`src/amd_defs.svh`:
```
`ifndef AMD_DEFS_SVH
`define AMD_DEFS_SVH

// ------------------------------------------------------------
// Address map constants
// ------------------------------------------------------------
`define AMD_IO_LO 16'h0000
`define AMD_IO_HI 16'h007f
`define AMD_PS_MIRROR 16'h0078
`define AMD_XIO_LO 16'h0f80
`define AMD_XIO_HI 16'h0fff
`define AMD_RAM_LO 16'h0090
`define AMD_RAM_TOP_S 16'h027f
`define AMD_RAM_TOP_M 16'h047f
`define AMD_RAM_TOP_L 16'h087f
`define AMD_ROM_LO_S 16'hb000
`define AMD_ROM_LO_M 16'h7000
`define AMD_ROM_LO_L 16'h1000
`define AMD_NVS_LO 16'hffbc
`define AMD_NVS_HI 16'hffbf
`define AMD_VEC_LO 16'hffc0
`define AMD_SEC_ADDR 16'hfffc
`define AMD_MODE_ADDR 16'hfffd
`define AMD_RSTV_HI_ADDR 16'hfffe
`define AMD_RSTV_LO_ADDR 16'hffff
`define AMD_GPR_PAGE 8'h01
`define AMD_DIR_BASE 16'h0080
`define AMD_MODE_SINGLE 8'h00
`define AMD_VACANT_DATA 8'hff
`define AMD_RP_RST 5'h00
`define AMD_DP_RST 3'h0

`endif

```
`src/amd_pkg.sv`:
```
package amd_pkg;

	// Addressing kind used by the CPU for one access.
	typedef enum logic [1:0] {
		AMD_AM_LINEAR = 2'h0,
		AMD_AM_DIRECT = 2'h1,
		AMD_AM_GPR = 2'h2
	} amd_am_t;

	// One CPU access request.
	typedef struct packed {
		logic valid;
		logic wr;
		amd_am_t mode;
		logic [15:0] addr;
		logic [7:0] wdata;
	} amd_req_t;

	// Region select, at most one of the first five bits is set.
	typedef struct packed {
		logic io;
		logic xio;
		logic ram;
		logic rom;
		logic ps;
		logic nvs;
		logic sec;
		logic vec;
	} amd_sel_t;

	// Reset fetch sequencer states.
	typedef enum logic [4:0] {
		AMD_ST_MODE = 5'h01,
		AMD_ST_VHI = 5'h02,
		AMD_ST_VLO = 5'h04,
		AMD_ST_CAP = 5'h08,
		AMD_ST_RUN = 5'h10
	} amd_state_t;

endpackage : amd_pkg

```
`src/amd_decoder.sv`:
```
`timescale 1ns/100ps
`include "amd_defs.svh"
// Behaviour
// - One 64 Kbyte space, four region kinds.
// - 0000-007F peripherals, linear and direct reachable.
// - 0F80-0FFF peripherals, linear access only.
// - Direct reaches RAM 0090-00FF with the direct bank pointer at 0.
// - Banked direct reaches up to 027F/047F.
// - Large variant 0480-087F beyond direct reach.
// - 0100-01FF register banks, also plain RAM.
// - Register addressing reaches banks by short opcode.
// - FFC0-FFFF is the vector table.
// - FFFC is the flash security byte.
// - FFBC-FFBF hold nonvolatile settings store data.
// - Single-chip only, never an external cycle.
// - After reset: mode byte, vector, then run.
// - RAM size 496/1008/2032 by variant.
// - Program counter resets to FFFD.
// - Bank address is 01, pointer, opcode bits.
// - Bank pointers mirrored at I/O address 0078.
module amd_decoder #(
	parameter int VARIANT = 2
) (
	// Clock and reset
	input wire logic i_core_clk,
	input wire logic i_reset,
	// CPU access
	input wire amd_pkg::amd_req_t i_req,
	// Read data from targets, valid in the same cycle as their select
	input wire logic [7:0] i_io_rdata,
	input wire logic [7:0] i_ram_rdata,
	input wire logic [7:0] i_rom_rdata,
	// Target side
	output amd_pkg::amd_sel_t o_sel,
	output logic [15:0] o_addr,
	output logic o_wr,
	output logic [7:0] o_wdata,
	// Read answer to the CPU
	output logic o_rvalid,
	output logic [7:0] o_rdata,
	// Reset fetch and CPU state
	output logic o_ready,
	output logic [15:0] o_program_counter,
	output logic o_mode_err,
	output logic [4:0] o_register_bank_pointer,
	output logic [2:0] o_direct_bank_pointer
);

	// ------------------------------------------------------------
	// Decode functions
	// ------------------------------------------------------------

	// Effective address for each addressing kind.
	function automatic logic [15:0] eff_addr(input amd_pkg::amd_am_t m, input logic [15:0] a,
		input logic [4:0] rp, input logic [2:0] dp);
		logic [15:0] r;
		r = a;
		case (m)
			amd_pkg::AMD_AM_GPR: r = {`AMD_GPR_PAGE, rp, a[2:0]};
			amd_pkg::AMD_AM_DIRECT: r = a[7] ? ({5'h00, dp, a[6:0]} + `AMD_DIR_BASE)
				: {8'h00, a[7:0]};
			default: r = a;
		endcase
		return r;
	endfunction : eff_addr

	// Region select for an effective address; uncovered holes select nothing.
	function automatic amd_pkg::amd_sel_t decode(input logic [15:0] a);
		amd_pkg::amd_sel_t s;
		logic [15:0] top;
		logic [15:0] rom_lo;
		s = '0;
		// Variant sets RAM top and ROM base
		top = (VARIANT == 0) ? `AMD_RAM_TOP_S : (VARIANT == 1) ? `AMD_RAM_TOP_M : `AMD_RAM_TOP_L;
		rom_lo = (VARIANT == 0) ? `AMD_ROM_LO_S : (VARIANT == 1) ? `AMD_ROM_LO_M : `AMD_ROM_LO_L;
		if (a == `AMD_PS_MIRROR) begin
			s.ps = 1'b1;
		end else if (a <= `AMD_IO_HI) begin
			s.io = 1'b1;
		end else if (a >= `AMD_RAM_LO && a <= top) begin
			// Register banks are ordinary RAM here
			s.ram = 1'b1;
		end else if (a >= `AMD_XIO_LO && a <= `AMD_XIO_HI) begin
			s.xio = 1'b1;
		end else if (a >= rom_lo) begin
			s.rom = 1'b1;
		end
		s.nvs = (a >= `AMD_NVS_LO && a <= `AMD_NVS_HI);
		s.vec = (a >= `AMD_VEC_LO);
		s.sec = (a == `AMD_SEC_ADDR);
		return s;
	endfunction : decode

	// ------------------------------------------------------------
	// Request path
	// ------------------------------------------------------------
	amd_pkg::amd_state_t state_r;
	logic [4:0] rp_r;
	logic [2:0] dp_r;
	logic [15:0] ea;
	amd_pkg::amd_sel_t sel_c;
	logic take;
	logic [15:0] boot_addr;
	logic boot_rd;
	logic rd_pend_r;
	amd_pkg::amd_sel_t rd_sel_r;

	// Direct addressing only reaches the low area, so 0F80 and above stay out of its reach.
	always_comb begin
		ea = eff_addr(i_req.mode, i_req.addr, rp_r, dp_r);
		sel_c = decode(ea);
		take = i_req.valid && (state_r == amd_pkg::AMD_ST_RUN);
		boot_rd = (state_r == amd_pkg::AMD_ST_MODE) || (state_r == amd_pkg::AMD_ST_VHI)
			|| (state_r == amd_pkg::AMD_ST_VLO);
		case (state_r)
			amd_pkg::AMD_ST_MODE: boot_addr = `AMD_MODE_ADDR;
			amd_pkg::AMD_ST_VHI: boot_addr = `AMD_RSTV_HI_ADDR;
			default: boot_addr = `AMD_RSTV_LO_ADDR;
		endcase
	end

	// Target strobes; nothing is ever driven off chip, so every access ends inside.
	always_ff @(posedge i_core_clk or posedge i_reset) begin
		if (i_reset) begin
			o_sel <= '0;
			o_addr <= 16'h0000;
			o_wr <= 1'b0;
			o_wdata <= 8'h00;
		end else if (boot_rd) begin
			o_sel <= decode(boot_addr);
			o_addr <= boot_addr;
			o_wr <= 1'b0;
			o_wdata <= 8'h00;
		end else if (take) begin
			// Only internal targets, ROM never written
			o_sel <= sel_c;
			o_addr <= ea;
			o_wr <= i_req.wr && (sel_c.io || sel_c.xio || sel_c.ram);
			o_wdata <= i_req.wdata;
		end else begin
			o_sel <= '0;
			o_wr <= 1'b0;
		end
	end

	// Read tracking: the answer is formed one cycle after the select.
	always_ff @(posedge i_core_clk or posedge i_reset) begin
		if (i_reset) begin
			rd_pend_r <= 1'b0;
			rd_sel_r <= '0;
		end else begin
			rd_pend_r <= take && !i_req.wr;
			rd_sel_r <= take ? sel_c : '0;
		end
	end

	// Read answer mux; holes give a fixed value so software sees the same byte every time.
	always_ff @(posedge i_core_clk or posedge i_reset) begin
		if (i_reset) begin
			o_rvalid <= 1'b0;
			o_rdata <= 8'h00;
		end else begin
			o_rvalid <= rd_pend_r;
			if (rd_pend_r) begin
				if (rd_sel_r.io || rd_sel_r.xio) begin
					o_rdata <= i_io_rdata;
				end else if (rd_sel_r.ram) begin
					o_rdata <= i_ram_rdata;
				end else if (rd_sel_r.rom) begin
					o_rdata <= i_rom_rdata;
				end else if (rd_sel_r.ps) begin
					o_rdata <= {o_register_bank_pointer, o_direct_bank_pointer};
				end else begin
					o_rdata <= `AMD_VACANT_DATA;
				end
			end
		end
	end

	// ------------------------------------------------------------
	// Bank pointers
	// ------------------------------------------------------------

	always_ff @(posedge i_core_clk or posedge i_reset) begin
		if (i_reset) begin
			rp_r <= `AMD_RP_RST;
			dp_r <= `AMD_DP_RST;
		end else if (take && i_req.wr && sel_c.ps) begin
			rp_r <= i_req.wdata[7:3];
			dp_r <= i_req.wdata[2:0];
		end
	end

	// The pointer outputs are registered copies so they leave straight from a flop.
	always_ff @(posedge i_core_clk or posedge i_reset) begin
		if (i_reset) begin
			o_register_bank_pointer <= `AMD_RP_RST;
			o_direct_bank_pointer <= `AMD_DP_RST;
		end else if (take && i_req.wr && sel_c.ps) begin
			o_register_bank_pointer <= i_req.wdata[7:3];
			o_direct_bank_pointer <= i_req.wdata[2:0];
		end
	end

	// ------------------------------------------------------------
	// Reset fetch sequencer
	// ------------------------------------------------------------

	// Mode byte, vector high, vector low, capture, run
	always_ff @(posedge i_core_clk or posedge i_reset) begin
		if (i_reset) begin
			state_r <= amd_pkg::AMD_ST_MODE;
		end else begin
			case (state_r)
				amd_pkg::AMD_ST_MODE: state_r <= amd_pkg::AMD_ST_VHI;
				amd_pkg::AMD_ST_VHI: state_r <= amd_pkg::AMD_ST_VLO;
				amd_pkg::AMD_ST_VLO: state_r <= amd_pkg::AMD_ST_CAP;
				amd_pkg::AMD_ST_CAP: state_r <= amd_pkg::AMD_ST_RUN;
				amd_pkg::AMD_ST_RUN: state_r <= amd_pkg::AMD_ST_RUN;
				default: state_r <= amd_pkg::AMD_ST_MODE;
			endcase
		end
	end

	// Counter starts at the mode byte address
	always_ff @(posedge i_core_clk or posedge i_reset) begin
		if (i_reset) begin
			o_program_counter <= `AMD_MODE_ADDR;
			o_mode_err <= 1'b0;
			o_ready <= 1'b0;
		end else begin
			case (state_r)
				amd_pkg::AMD_ST_VHI: begin
					o_mode_err <= (i_rom_rdata != `AMD_MODE_SINGLE);
					o_program_counter <= `AMD_RSTV_HI_ADDR;
				end
				amd_pkg::AMD_ST_VLO: o_program_counter <= {i_rom_rdata, 8'h00};
				amd_pkg::AMD_ST_CAP: begin
					o_program_counter <= {o_program_counter[15:8], i_rom_rdata};
					o_ready <= 1'b1;
				end
				default: o_ready <= (state_r == amd_pkg::AMD_ST_RUN);
			endcase
		end
	end
endmodule : amd_decoder

```
`config.mk`:
```
export PLATFORM = sky130hd
export DESIGN_NAME = amd_decoder
export DESIGN_NICKNAME = d
export VERILOG_FILES = /design/src/amd_pkg.sv /design/src/amd_decoder.sv
export VERILOG_INCLUDE_DIRS = /design/src
export SDC_FILE = /design/constraint.sdc
export NUM_CORES = 1
export LEC_CHECK = 0
export BUFFER_PORTS_ARGS = -buffer_cell sky130_fd_sc_hd__buf_2
export CAP_MARGIN = 20
export CORE_MARGIN = 2
export CORE_UTILIZATION = 46
export CTS_BUF_LIST = sky130_fd_sc_hd__clkbuf_8 sky130_fd_sc_hd__clkbuf_16
export DETAILED_ROUTE_END_ITERATION = 6
export PLACE_DENSITY = 0.77
export SYNTH_ARGS = -nofsm -noshare
export SYNTH_HDL_FRONTEND = slang
export SYNTH_SLANG_ARGS = --single-unit
export TNS_END_PERCENT = 50
```
`constraint.sdc`:
```
create_clock -name i_core_clk -period 2.7 [get_ports i_core_clk]
set_clock_uncertainty 0.05 [all_clocks]
set_input_delay 0.54 -clock i_core_clk [delete_from_list [all_inputs] [get_ports i_core_clk]]
set_output_delay 0.54 -clock i_core_clk [all_outputs]
set_load 0.02 [all_outputs]
```
==> flow_metrics.tcl <==
set metrics [dict create \
    vdd_drop_max_mv 0.3490 \
    path_clk_slew_ps 80 \
    worstPathArrival_ps 2690 \
    hold_buffers 0 \
    synth-seq-cells 79 \
    yosysWarnings 0 \
    crit_end "o_register_bank_pointer[0]" \
    syn_avg_cell_area_um2 10.29 \
    wirelength_um 9869 \
    drv_slew 0 \
    fill_cells 668 \
    tns_ps 0 \
    ys_seq_area_share_pct 54.49 \
    insertion_delay_ps 350 \
    first_iter_violations 223 \
    r2r_setup_slack_ps 360 \
    run_status "finished, final reports clean" \
    synth_edf_count 0 \
    h-tree-depth 3 \
    clockBufferDepth 2 \
    critPathMaxFanout 11 \
    grt_overflow 0 \
    synthCells 356 \
    detail-route-antenna-nets 0 \
    n_antenna_cell 0 \
    finalCriticalPeriod_ps 2514 \
    firstDrtPassIters 5 \
    placedCellCount 579 \
    total_power_mw 2.833 \
    worstSetupPathType "primary input to register" \
    crit_path_end_kind "register" \
    ios 122 \
    fmax_mhz 397.7 \
    grtUsageTotal_pct 23.73 \
    drc 0 \
    wire_per_inst_um 16.59 \
    dp_hpwl_um 7369 \
    portBuffers 121 \
    fin_ws_ps 185.7 \
    reg2reg_to "o_register_bank_pointer[0]" \
    critPathLaunch "i_req[24]" \
    fin_crit_sh_pct 93.12 \
    syn2layout_area_growth_pct 28.61 \
    post_cts_buffers 0 \
    row_count 32 \
    dieArea_um2 8697 \
    hold_path_class "primary input to asynchronous set/reset pin" \
    reg2reg_from "o_direct_bank_pointer[1]" \
    maxCapViolCount 0 \
    p_per_area_nw_per_um2 601.1 \
    ctsResizeCount 0 \
    p_leak_nw 2.296 \
    dieHeight_um 93.26 \
    initial_utilization_pct 47.43 \
    num_vias 3222 \
    die_x_um 93.26 \
    max_slew_margin_pct 46.73 \
    grt_max_degree 45 \
    vias_per_cell 5.415 \
    cts_root_buf "clkbuf_8" \
    grt_pass1_vias 3070 \
    ys_types 47 \
    rsz0062_at_grt "false" \
    syn_area_um2 3665 \
    core_area_um2 7727 \
    pre_cts_slack_ps -156.5 \
    drive_above_1_share_pct 37.32 \
    detailed_place.area_um2 4477 \
    postSynth.asyncResetShare_pct 100.0 \
    design_area_um2 4713 \
    worst_pin_slew_ps 796.1 \
    hold_viol_final 0 \
    rr_worst_depth 6 \
    synth_nets 413 \
    setup_viol 0 \
    tritoncts "built" \
    post-route-util_pct 60.99 \
    clock-sinks 79 \
    holdWs_ps 185.6 \
    cts_buffers 9 \
    cp-start-kind "primary input" \
    synth-main-ff-cell "dfrtp_1" \
    antenna_found_initial 0 \
    stdcell_count 595 \
    required_ps 2880 \
    layout.nets 545 \
    gp_congestion 0.9173 \
    grt_pass1_wl_um 15710 \
]
==> cell usage in the layout, fill, tap and decap left out, types with 3 or more instances in the layout <==
cell,synthesis,routed
nor4_1,3,3
buf_2,2,121
nand4_1,3,3
and3_1,5,5
buf_4,0,17
a21oi_1,11,11
nor3b_1,8,8
clkbuf_8,0,9
nor2_1,12,12
nand3b_1,6,6
bufinv_16,0,3
o21ai_1,4,4
dfrtp_1,63,63
clkinv_2,0,3
o22a_1,8,8
ha_1,3,3
o311ai_0,9,9
nor3_1,6,6
or3_1,3,3
o211ai_1,15,15
nand3_1,12,12
nand2_1,56,56
and2_1,6,6
dfstp_2,16,16
o21ai_0,29,29
mux2_4,8,8
a211oi_1,4,4
inv_1,15,15
nor2b_1,12,12
==> layout make-up <==
| cell class | instances | area (um^2) | area share, % |
|---|---|---|---|
| multi-input cells | 244 | 1541 | 32.71 |
| flip-flops and latches | 79 | 1997 | 42.37 |
| repair buffers | 139 | 753.2 | 15.98 |
| well taps | 102 | 127.6 | 2.708 |
| inverters | 15 | 57.56 | 1.221 |
| clock buffers | 9 | 123.9 | 2.628 |
| clock inverters | 7 | 112.6 | 2.389 |
==> sequential cells by signal (all words and copies together), names as in the netlist <==
signal / count
o_sel: 8
o_wdata: 8
o_program_counter: 16
rd_pend_r: 1
rd_sel_r: 5
o_rdata: 8
o_mode_err: 1
o_ready: 1
state_r: 5
o_direct_bank_pointer: 3
o_addr: 16
o_register_bank_pointer: 5
o_rvalid: 1
o_wr: 1
==> worst min-delay path by stage <==
stage / endpoint / cells after the start
global placement: o_ready / 1
floorplan: o_rvalid / 0
finish: o_addr[7] / 2
global route: o_addr[7] / 2
detailed placement: o_ready / 1
CTS: o_addr[7] / 2
==> metal layers <==
layer  part of all wire [%]  vias to the layer above  track usage, %
met1                     45                     1541           32.78
met3                    5.5                       22           4.432
met2                     47                      108           36.99
li1                       -                     1551               -
met5                      0                        -               0
met4                    2.2                        0           9.681
==> critical path: stages <==
cell and delay [ps]:
buf_2 90, inv_1 40, ha_1 410, nand3b_1 220, a2111oi_0 500, and4_1 350, nand3_4 200, mux2_4 350
==> cells by family (layout without fill, tap and decap cells) <==
| logic type | count (synthesis) | after routing | synth area share (%) |
|---|---|---|---|
| AO/OA/AOI/OAI | 92 | 92 | 17.45 |
| XOR/XNOR | 1 | 1 | 0.2390 |
| adder cells (fa/ha/maj) | 3 | 3 | 1.024 |
| buffers and inverters | 33 | 170 | 3.448 |
| flip-flops | 79 | 79 | 54.49 |
| multiplexers | 9 | 9 | 3.551 |
| AND/OR/NAND/NOR | 139 | 139 | 19.80 |
==> Yosys cell counts (all sizes together) (4+ instances only) <==
library cell / instances / share of area (%)
a211oi: 4 / 0.82
a21oi: 11 / 1.5
and2: 6 / 1.0
and3: 5 / 0.85
buf: 4 / 0.48
clkbuf: 14 / 1.4
dfrtp: 63 / 43
dfstp: 16 / 11
inv: 15 / 1.5
mux2: 8 / 3.3
nand2: 56 / 5.7
nand3: 13 / 2.1
nand3b: 6 / 1.2
nor2: 12 / 1.2
nor2b: 12 / 2.0
nor3: 7 / 1.1
nor3b: 8 / 1.6
o211ai: 15 / 3.1
o21ai: 33 / 4.5
o22a: 8 / 1.9
o311ai: 10 / 2.6
==> power breakdown <==
part,leakage (nW),switching [mW],internal [mW]
Sequential,0.970,0.0486,1.27
Clock,0.124,0.452,0.610
Combinational,1.20,0.284,0.171
No activity file was read; power rests on OpenSTA's default activity.
